==> config.mk <==
export PLATFORM = sky130hd
export DESIGN_NAME = tmr8_top
export DESIGN_NICKNAME = d
export VERILOG_FILES = /design/src/hw/tmr8_pkg.sv /design/src/hw/tmr8_channel.sv /design/src/hw/tmr8_top.sv
export SDC_FILE = /design/constraint.sdc
export NUM_CORES = 1
export LEC_CHECK = 0
export BUFFER_PORTS_ARGS = -buffer_cell sky130_fd_sc_hd__clkbuf_2
export CORE_MARGIN = 10
export CORE_UTILIZATION = 60
export CTS_CLUSTER_SIZE = 40
export DETAILED_ROUTE_END_ITERATION = 16
export GPL_ROUTABILITY_DRIVEN = 0
export PLACE_DENSITY = 0.84
export SYNTH_ARGS = -nofsm -noshare
export SYNTH_HDL_FRONTEND = slang
export SYNTH_SLANG_ARGS = --single-unit
export TNS_END_PERCENT = 10
==> constraint.sdc <==
create_clock -name clk_sys -period 6.5 [get_ports clk_sys]
set_clock_uncertainty 0.1 [all_clocks]
set_input_delay 1.3 -clock clk_sys [delete_from_list [all_inputs] [get_ports clk_sys]]
set_output_delay 1.3 -clock clk_sys [all_outputs]
set_load 0.05 [all_outputs]
==> src/hw/tmr8_pkg.sv <==
// package of constants and carriers for the dual 8-bit timer block
// What this block does
// - event mode counts count pin falling edges
// - event match raises irq, clears counter
// - compare value unbuffered in event/divider modes
// - divider mode gives square wave on pin
// - divider match toggles flop, clears, raises irq
// - divider pin is inverse flop; reset clears
// - stop holds pin; init change only later
// - bit3 runs, bit7 presets flop
// - pwm duty match toggles flop, keeps counting
// - pwm overflow toggles, clears, raises irq
// - pwm pin inverse flop, either polarity
// - duty double buffered, loads on irq
// - running duty read returns active stage
// - pwm stop holds pin; init later
package tmr8_pkg;
    // control register field positions
    localparam int CTL_MODE_LSB = 0;
    localparam int CTL_RUN_BIT = 3;
    localparam int CTL_SRC_LSB = 4;
    localparam int CTL_FF_BIT = 7;
    localparam logic [7:0] CTL_RESET = 8'h00;
    localparam logic [7:0] CMP_RESET = 8'h00;
    localparam logic [7:0] DUTY_RESET = 8'h00;
    localparam logic [7:0] CNT_MAX = 8'hFF;
    localparam int CHANNELS = 2;
    // prescaler divide ratios, as powers of two of the system clock
    localparam int DIV_P11 = 11;
    localparam int DIV_P7 = 7;
    localparam int DIV_P5 = 5;
    localparam int DIV_P3 = 3;
    localparam int DIV_P1 = 1;
    localparam int SUB_P3 = 3;
    localparam int PRE_BITS = 12;

    // modes, gray coded
    typedef enum logic [1:0] {
        TMR8_EVENT = 2'b00,
        TMR8_DIVIDER = 2'b01,
        TMR8_PWM = 2'b11,
        TMR8_IDLE = 2'b10
    } tmr8_mode_t;

    // source selections
    typedef enum logic [2:0] {
        TMR8_SRC_SLOW = 3'h0,
        TMR8_SRC_D7 = 3'h1,
        TMR8_SRC_D5 = 3'h2,
        TMR8_SRC_D3 = 3'h3,
        TMR8_SRC_SUB = 3'h4,
        TMR8_SRC_HALF = 3'h5,
        TMR8_SRC_FULL = 3'h6,
        TMR8_SRC_RSV = 3'h7
    } tmr8_src_t;

    // cpu write port to one channel
    typedef struct packed {
        logic ctlWr;
        logic cmpWr;
        logic dutyWr;
        logic [7:0] data;
    } tmr8_wr_t;

    // per-channel status and pins
    typedef struct packed {
        logic [7:0] ctl;
        logic [7:0] cmp;
        logic [7:0] dutyRd;
        logic [7:0] count;
        logic matchIrq;
        logic dividerOutPin;
        logic pwmOutPin;
    } tmr8_stat_t;
endpackage

==> src/hw/tmr8_channel.sv <==
// one 8-bit timer/counter channel
`timescale 1ns/1ps
module tmr8_channel (
    input wire logic clk_sys,
    input wire logic rst,
    input wire tmr8_pkg::tmr8_wr_t wr,
    input wire logic [tmr8_pkg::PRE_BITS-1:0] tapPulse,
    input wire logic subTick,
    input wire logic subSlowTick,
    input wire logic prescalerTapSelect,
    input wire logic countInputPin,
    output tmr8_pkg::tmr8_stat_t stat
);
    import tmr8_pkg::*;

    logic [7:0] ctl_q; // channel_control_reg
    logic [7:0] cmp_q; // compare_value_reg, no shadow
    logic [7:0] dutyBuf_q; // written duty, held
    logic [7:0] dutyAct_q; // active compare stage
    logic [7:0] cnt_q; // up-counter
    logic ff_q; // timer flip-flop
    logic pinPrev_q; // last count pin level
    logic irq_q; // match pulse
    logic tick; // count enable this cycle
    logic run;
    logic match;
    tmr8_mode_t mode;
    tmr8_src_t src;

    assign run = ctl_q[CTL_RUN_BIT];
    assign mode = tmr8_mode_t'(ctl_q[CTL_MODE_LSB +: 2]);
    assign src = tmr8_src_t'(ctl_q[CTL_SRC_LSB +: 3]);

    // tick source: edge for events, prescaler tap, sub clock, every clock on the full source, none on reserved
    always_comb begin
        case (src)
            TMR8_SRC_SLOW: tick = prescalerTapSelect ? subSlowTick : tapPulse[DIV_P11];
            TMR8_SRC_D7: tick = tapPulse[DIV_P7];
            TMR8_SRC_D5: tick = tapPulse[DIV_P5];
            TMR8_SRC_D3: tick = tapPulse[DIV_P3];
            TMR8_SRC_SUB: tick = subTick;
            TMR8_SRC_HALF: tick = tapPulse[DIV_P1];
            TMR8_SRC_FULL: tick = 1'b1;
            default: tick = 1'b0;
        endcase
        if (mode == TMR8_EVENT) begin
            tick = pinPrev_q & ~countInputPin;
        end
        if (!run || mode == TMR8_IDLE) begin
            tick = 1'b0;
        end
    end

    // compare against live register, or overflow at CNT_MAX in pwm
    always_comb begin
        match = 1'b0;
        if (tick) begin
            case (mode)
                TMR8_EVENT: match = (cnt_q == cmp_q);
                TMR8_DIVIDER: match = (cnt_q == cmp_q);
                TMR8_PWM: match = (cnt_q == CNT_MAX);
                default: match = 1'b0;
            endcase
        end
    end

    // control register write
    always_ff @(posedge clk_sys) begin
        if (rst) ctl_q <= CTL_RESET;
        else if (wr.ctlWr) ctl_q <= wr.data;
    end

    // compare register write, takes effect at once
    always_ff @(posedge clk_sys) begin
        if (rst) cmp_q <= CMP_RESET;
        else if (wr.cmpWr) cmp_q <= wr.data;
    end

    // count pin history for falling-edge detect
    always_ff @(posedge clk_sys) begin
        if (rst) pinPrev_q <= 1'b1;
        else pinPrev_q <= countInputPin;
    end

    // up-counter: clear on match, wrap handled by overflow in pwm
    always_ff @(posedge clk_sys) begin
        if (rst) cnt_q <= 8'h00;
        else if (!run) cnt_q <= 8'h00;
        else if (match) cnt_q <= 8'h00;
        else if (tick) cnt_q <= cnt_q + 8'h01;
    end

    // duty double buffer; stopped writes pass straight through
    always_ff @(posedge clk_sys) begin
        if (rst) begin
            dutyBuf_q <= DUTY_RESET;
            dutyAct_q <= DUTY_RESET;
        end else begin
            if (wr.dutyWr) dutyBuf_q <= wr.data;
            // a write in the irq cycle loses; old buffer loads
            if (match && mode == TMR8_PWM) dutyAct_q <= dutyBuf_q;
            else if (wr.dutyWr && !run) dutyAct_q <= wr.data;
        end
    end

    // timer flip-flop; preset only when stopped so a stop holds the pin
    always_ff @(posedge clk_sys) begin
        if (rst) ff_q <= 1'b0;
        else if (wr.ctlWr && !run && !wr.data[CTL_RUN_BIT]) ff_q <= wr.data[CTL_FF_BIT];
        else if (wr.ctlWr && !run) ff_q <= wr.data[CTL_FF_BIT];
        else if (tick && mode == TMR8_DIVIDER && match) ff_q <= ~ff_q;
        else if (tick && mode == TMR8_PWM && (match || cnt_q == dutyAct_q)) ff_q <= ~ff_q;
    end

    // one-cycle interrupt pulse from every clearing match
    always_ff @(posedge clk_sys) begin
        if (rst) irq_q <= 1'b0;
        else irq_q <= match;
    end

    // status; duty read shows the active stage while pwm runs
    always_comb begin
        stat.ctl = ctl_q;
        stat.cmp = cmp_q;
        stat.dutyRd = (run && mode == TMR8_PWM) ? dutyAct_q : dutyBuf_q;
        stat.count = cnt_q;
        stat.matchIrq = irq_q;
        stat.dividerOutPin = ~ff_q;
        stat.pwmOutPin = ~ff_q;
    end
endmodule // tmr8_channel

==> src/hw/tmr8_top.sv <==
// dual 8-bit timer/counter with shared prescaler
`timescale 1ns/1ps
module tmr8_top (
    input wire logic clk_sys,
    input wire logic rst,
    input wire tmr8_pkg::tmr8_wr_t wr0,
    input wire tmr8_pkg::tmr8_wr_t wr1,
    input wire logic subClkTick,
    input wire logic prescalerTapSelect,
    input wire logic countInputPin0,
    input wire logic countInputPin1,
    output tmr8_pkg::tmr8_stat_t stat0,
    output tmr8_pkg::tmr8_stat_t stat1
);
    import tmr8_pkg::*;

    logic [PRE_BITS-1:0] pre_q; // free-running prescaler
    logic [PRE_BITS-1:0] tapPulse; // one-cycle enable per tap
    logic [2:0] sub_q; // sub clock divider
    logic subSlowTick;

    // prescaler counts every system clock
    always_ff @(posedge clk_sys) begin
        if (rst) pre_q <= '0;
        else pre_q <= pre_q + {{(PRE_BITS-1){1'b0}}, 1'b1};
    end

    // sub clock divided by eight for the slow tap
    always_ff @(posedge clk_sys) begin
        if (rst) sub_q <= 3'h0;
        else if (subClkTick) sub_q <= sub_q + 3'h1;
    end

    assign subSlowTick = subClkTick && (sub_q == 3'h7);

    // tap k pulses once every 2^k cycles: all prescaler bits below k are set
    // a running and keeps the part-selects constant, so tap 0 is every clock
    always_comb begin
        logic lowOnes; // and of the prescaler bits below the current tap
        lowOnes = 1'b1;
        for (int k = 0; k < PRE_BITS; k++) begin
            tapPulse[k] = lowOnes;
            lowOnes = lowOnes & pre_q[k];
        end
    end

    // two independent channels
    tmr8_channel u_ch0 (
        .clk_sys(clk_sys),
        .rst(rst),
        .wr(wr0),
        .tapPulse(tapPulse),
        .subTick(subClkTick),
        .subSlowTick(subSlowTick),
        .prescalerTapSelect(prescalerTapSelect),
        .countInputPin(countInputPin0),
        .stat(stat0)
    );
    tmr8_channel u_ch1 (
        .clk_sys(clk_sys),
        .rst(rst),
        .wr(wr1),
        .tapPulse(tapPulse),
        .subTick(subClkTick),
        .subSlowTick(subSlowTick),
        .prescalerTapSelect(prescalerTapSelect),
        .countInputPin(countInputPin1),
        .stat(stat1)
    );
endmodule // tmr8_top

Word-level counts from Yosys, hierarchy flattened
Index checks and enable logic that the tools add are counted.

word-level totals
  register bits = 101
  input bits = 28
  output and inout bits = 70
  logic and storage cells = 129

operators by class
  add/subtract/negate cells = 4
  equality and inequality tests = 25
  mux-type cells = 25
  bitwise gates (word level) = 18
  reductions and logical operators = 39

operators by type and width
  operator                                        count
  2-to-1 mux 8 bit                                6
  == test 8 bit                                   4
  == test 3 bit (second input constant)           7
  logical AND 1 bit                               19
  adder 8 x 1 -> 8 bit (second input constant)    2
  == test 8 bit (second input constant)           2
  2-to-1 mux 1 bit                                15
  one-hot mux 1 bit (7 select lines)              2
  adder 12 x 1 -> 12 bit (second input constant)  1
  bitwise AND 1 bit                               12
  == test 3 x 2 -> 1 bit (second input constant)  4
  == test 2 bit (second input constant)           4
  nonzero test 4 bit                              2
  == test 3 x 1 -> 1 bit (second input constant)  2
  zero test 3 bit                                 2
  NOT 1 bit                                       6
  OR reduction 3 bit                              2
  == test 2 x 1 -> 1 bit (second input constant)  2
  zero test 1 bit                                 4
  zero test 2 bit                                 2
  logical OR 1 bit                                4
  one-hot mux 1 bit (2 select lines)              2
  nonzero test 2 bit                              2
  OR reduction 2 bit                              2
  adder 3 x 1 -> 3 bit (second input constant)    1

Logic depth before layout (Yosys ltp)
  depth after elaboration = 21
  mapped depth = 10

Modules after synthesis
Synthesis repeated with hierarchy kept, for this count alone.

second synthesis, totals
  cell total of the unflattened synthesis = 587
  area, all modules = 5318.9 µm²

modules (own cells, without submodules)
  module        instances  cells each  area an instance (µm²)  seq. area each (µm²)
  tmr8_channel  2          258         2342.2                  860.8
  tmr8_top      1          71          634.4                   280.3

Worst setup path after synthesis
Ideal clock, no wire load.

  kind = register -> output
  start = register u_ch0.ctl_q[0]
  end = output stat0[11] in the netlist's numbering
  data arrival time = 1986 ps
  path slack = 3114 ps
  stages on the path, launching flop included = 6
  cells stage by stage = dfxtp_1 and2_1 clkbuf_1 nand2_1 clkbuf_1 mux2_2

RTL lines
  what                    line                source
  start, declared         tmr8_channel.sv:16  logic [7:0] ctl_q;
  start signal, assigned  tmr8_channel.sv:70  else if (wr.ctlWr) ctl_q <= wr.data;
  end, declared           tmr8_top.sv:12      output tmr8_pkg::tmr8_stat_t stat0,

==> summary.md <==
| Metric | Value |
|---|---|
| Status | complete, no violations |
| Largest family of logic cells by synthesized area | multiplexers |
| CTS sink cnt | 100 |
| Sequential share of the synthesized area | 0.392 |
| Postcts setup bufs | 0 |
| GRT overflow | 0 |
| WL final | 13.7 mm |
| Num CTS Buffers | 9 |
| H-tree depth | 3 |
| # hold bufs at CTS | 0 |
| WS Path Type | flop to output pin |
| Most frequent cells in the layout | dfxtp_1, clkbuf_2, nor2_1 |
| Vias in the first global route | 4,382 |
| DR pass1 iterations | 7 |
| Fillers | 675 |
| Critical path data required time | 5.10 ns |
| Post-cts repair resize count | 0 |
| Simple-Gate Fraction of Synth Area | 0.173 |
| First-pass GRT wire length | 22.1 mm |
| Post-route setup TNS | 0 ns |
| Post-Syn Nets | 602 |
| Mean post-synth cell area | 8.99 um2 |
| # setup viols final | 0 |
| Die Ht | approximately 110 um |
| Worst path arrival time | ~2.4 ns |
| Design Power | 1.32 mW |
| Synth Area in Adders | 0.0147 |
| CP max FO | 16 |
| Number of synthesized register bits | 100 |
| Post-Synthesis Cell Area | ~0.0051 mm2 |
| Netlist cell types | 54 |
| CTS tree | yes |
| Die X | between 100 and 150 um |
| Fmax | approximately 270 MHz |
| Antenna Nets Post-Route | 0 |
| Area share of xor/xnor cells in the synthesized design | 0.0652 |
| Min cycle time layout | 3.76 ns |
| Routed vias | about 4,500 |
| Max-slew violations | 0 |
| GRT Util Overall | 0.208 |
| Root Driver | clkbuf_8 |
| Hold Path Class | flop to flop |
| Avg WL per Cell | approximately 18 um |
| Initial core utilization | 0.618 |
| Post-synth ARST share | 0 |
| Max_cap viols | 0 |
| Initial antenna violation count | 0 |
| Commonest non-fill, non-tap cell in the layout | dfxtp_1 |
| IO buf count | 97 |
| VDD IR-drop max | 152 uV |
| Max-slew headroom | 0.252 |
| Main synth FF type | dfxtp_1 |
| Crit start category | flop |
| Cells after Synth | around 570 |
| FP Rows | 33 |
| Unrepaired setup endpoints after global routing | false |
| Fin nets | 670 |
| Worst-Skew Late Latency | 0.36 ns |
| Die area | 0.0126 mm2 |
| P per Cell Area | 231 mW/mm2 |
| Synth Warn # | 0 |
| Minimum hold slack | 0.402 ns |
| DP Wirelength | about 9.9 mm |
| Final period util | 0.578 |
| Initial DRC Count | 297 |
| Hold Vio Cnt, Final | 0 |
| Crit end category | output pin |
| Max Buffers Root-to-Sink | 2 |
| DR vias/cell | 6.01 |
| Register Area | 0.00200 mm2 |
| Remaining DRCs | 0 |
| IO Count | 98 |
| Leak Pwr | 2.51 nW |
| Share of layout cells above drive strength 1 | 0.232 |
| Actual slew at the worst max-slew pin | 1.12 ns |
| Antenna Cells | 0 |
| EDFF count, synth | 0 |
| Multi-input gate area | 0.00288 mm2 |
| Largest net degree at the start of global routing | 79 |
| Core area | 0.00826 mm2 |
| Clk slew on worst S/H paths | 0.10 ns |
| Compound-Gate Fraction of Synth Area | 0.139 |
| Syn-to-layout area delta | 12.4% |
| Proportion of synthesized area in mux cells | 0.173 |
[power by group]
group	switching (mW)	internal, mW	leakage (nW)
logic	0.163	0.0778	1.59
registers	0.0341	0.641	0.820
clock network	0.217	0.190	0.103
total	0.414	0.910	2.51
[cells by family (layout without fill, tap and decap cells)]
kind of cell,Yosys count,after routing
flip-flops,100,100
XOR/XNOR,38,38
AND/OR/NAND/NOR,182,182
multiplexers,86,86
buffers and inverters,48,121
adder cells (fa/ha/maj),6,6
AO/OA/AOI/OAI,108,108
[path summary, 6_finish.rpt]
path | from | end | slack [ns] | cells after the start
worst max register to register | pre_q[0] | u_ch1.dutyAct_q[3] | 3.70 | 8
worst min-delay path | pre_q[0] | pre_q[0] | 0.40 | 1
worst max-delay path | u_ch1.ctl_q[1] | stat1[11] | 2.74 | 4
worst min register to register | pre_q[0] | pre_q[0] | 0.40 | 1
[through the flow]
| stage | instance area, um2 | worst slack [ns] | instances | utilization |
|---|---|---|---|---|
| 2_1_floorplan | 5100 | 3.11 | 568 | - |
| 3_3_place_gp | 5530 | 3.15 | 730 | 0.670 |
| 3_5_place_dp | 5530 | 3.04 | 730 | 0.670 |
| 4_1_cts | 5740 | 2.79 | 746 | 0.695 |
| 5_1_grt | 5740 | 2.61 | 746 | 0.695 |
| 6_report | 5740 | 2.74 | 746 | 0.695 |
[synth_stat cells (all sizes together) (2+ instances only)]
library cell	instances	area [um2]
mux2i	68	681
xnor2	19	166
or3b	2	17.5
a211oi	4	40.0
o21ai	10	50.0
nor3b	2	15.0
clkbuf	23	86.3
or3	6	37.5
a21oi	51	259
inv	6	22.5
nand3	10	50.1
nand2b	5	31.3
a2111oi	2	20.0
buf	18	109
nor3	6	35.0
nand2	24	90.1
o41ai	8	70.1
or2	2	12.5
dfxtp	100	2000
a21bo	2	20.0
or4	3	22.5
nor2b	4	25.0
nand3b	5	37.5
and2	2	12.5
nor4	3	18.8
o22ai	8	56.3
nor4bb	8	80.1
nand4	4	31.3
a31o	8	70.1
ha	6	75.1
xor2	19	166
a41o	2	20.0
a211o	2	17.5
mux2	18	203
o31ai	2	15.0
nor2	95	357
o211ai	3	22.5
[sequential cells by signal (all words and copies together) (netlist names)]
register,flops
pre_q,11
u_ch0.cmp_q,8
u_ch0.cnt_q,8
u_ch0.ctl_q,8
u_ch0.dutyAct_q,8
u_ch0.dutyBuf_q,8
u_ch1.cmp_q,8
u_ch1.cnt_q,8
u_ch1.ctl_q,8
u_ch1.dutyAct_q,8
u_ch1.dutyBuf_q,8
sub_q,3
u_ch0.ff_q,1
u_ch0.irq_q,1
u_ch0.pinPrev_q,1
u_ch1.ff_q,1
u_ch1.irq_q,1
u_ch1.pinPrev_q,1
[per-layer routing]
| metal | wire [um] | vias up | global-route usage | share of wire |
|---|---|---|---|---|
| met2 | 6690 | 182 | 0.349 | 0.49 |
| met3 | 966 | 30 | 0.0532 | 0.070 |
| li1 | - | 2147 | - | - |
| met1 | 5750 | 2124 | 0.246 | 0.42 |
| met4 | 326 | 0 | 0.0905 | 0.024 |
| met5 | 0 | - | 0 | 0 |
[final cells by class]
class	instances	area share
clock buffers	11	0.0247
clock inverters	5	0.0107
inverters	7	0.00458
multi-input cells	420	0.502
flip-flops and latches	100	0.349
well taps	105	0.0229
repair buffers	98	0.0860
[worst max-delay path: stages (launching register included)]
cell	delay [ns]
dfxtp_1	0.50
and2_1	0.39
nand2_1	0.44
mux2_2	0.42
clkbuf_2	0.24
Power figures use the tool's default switching activity.
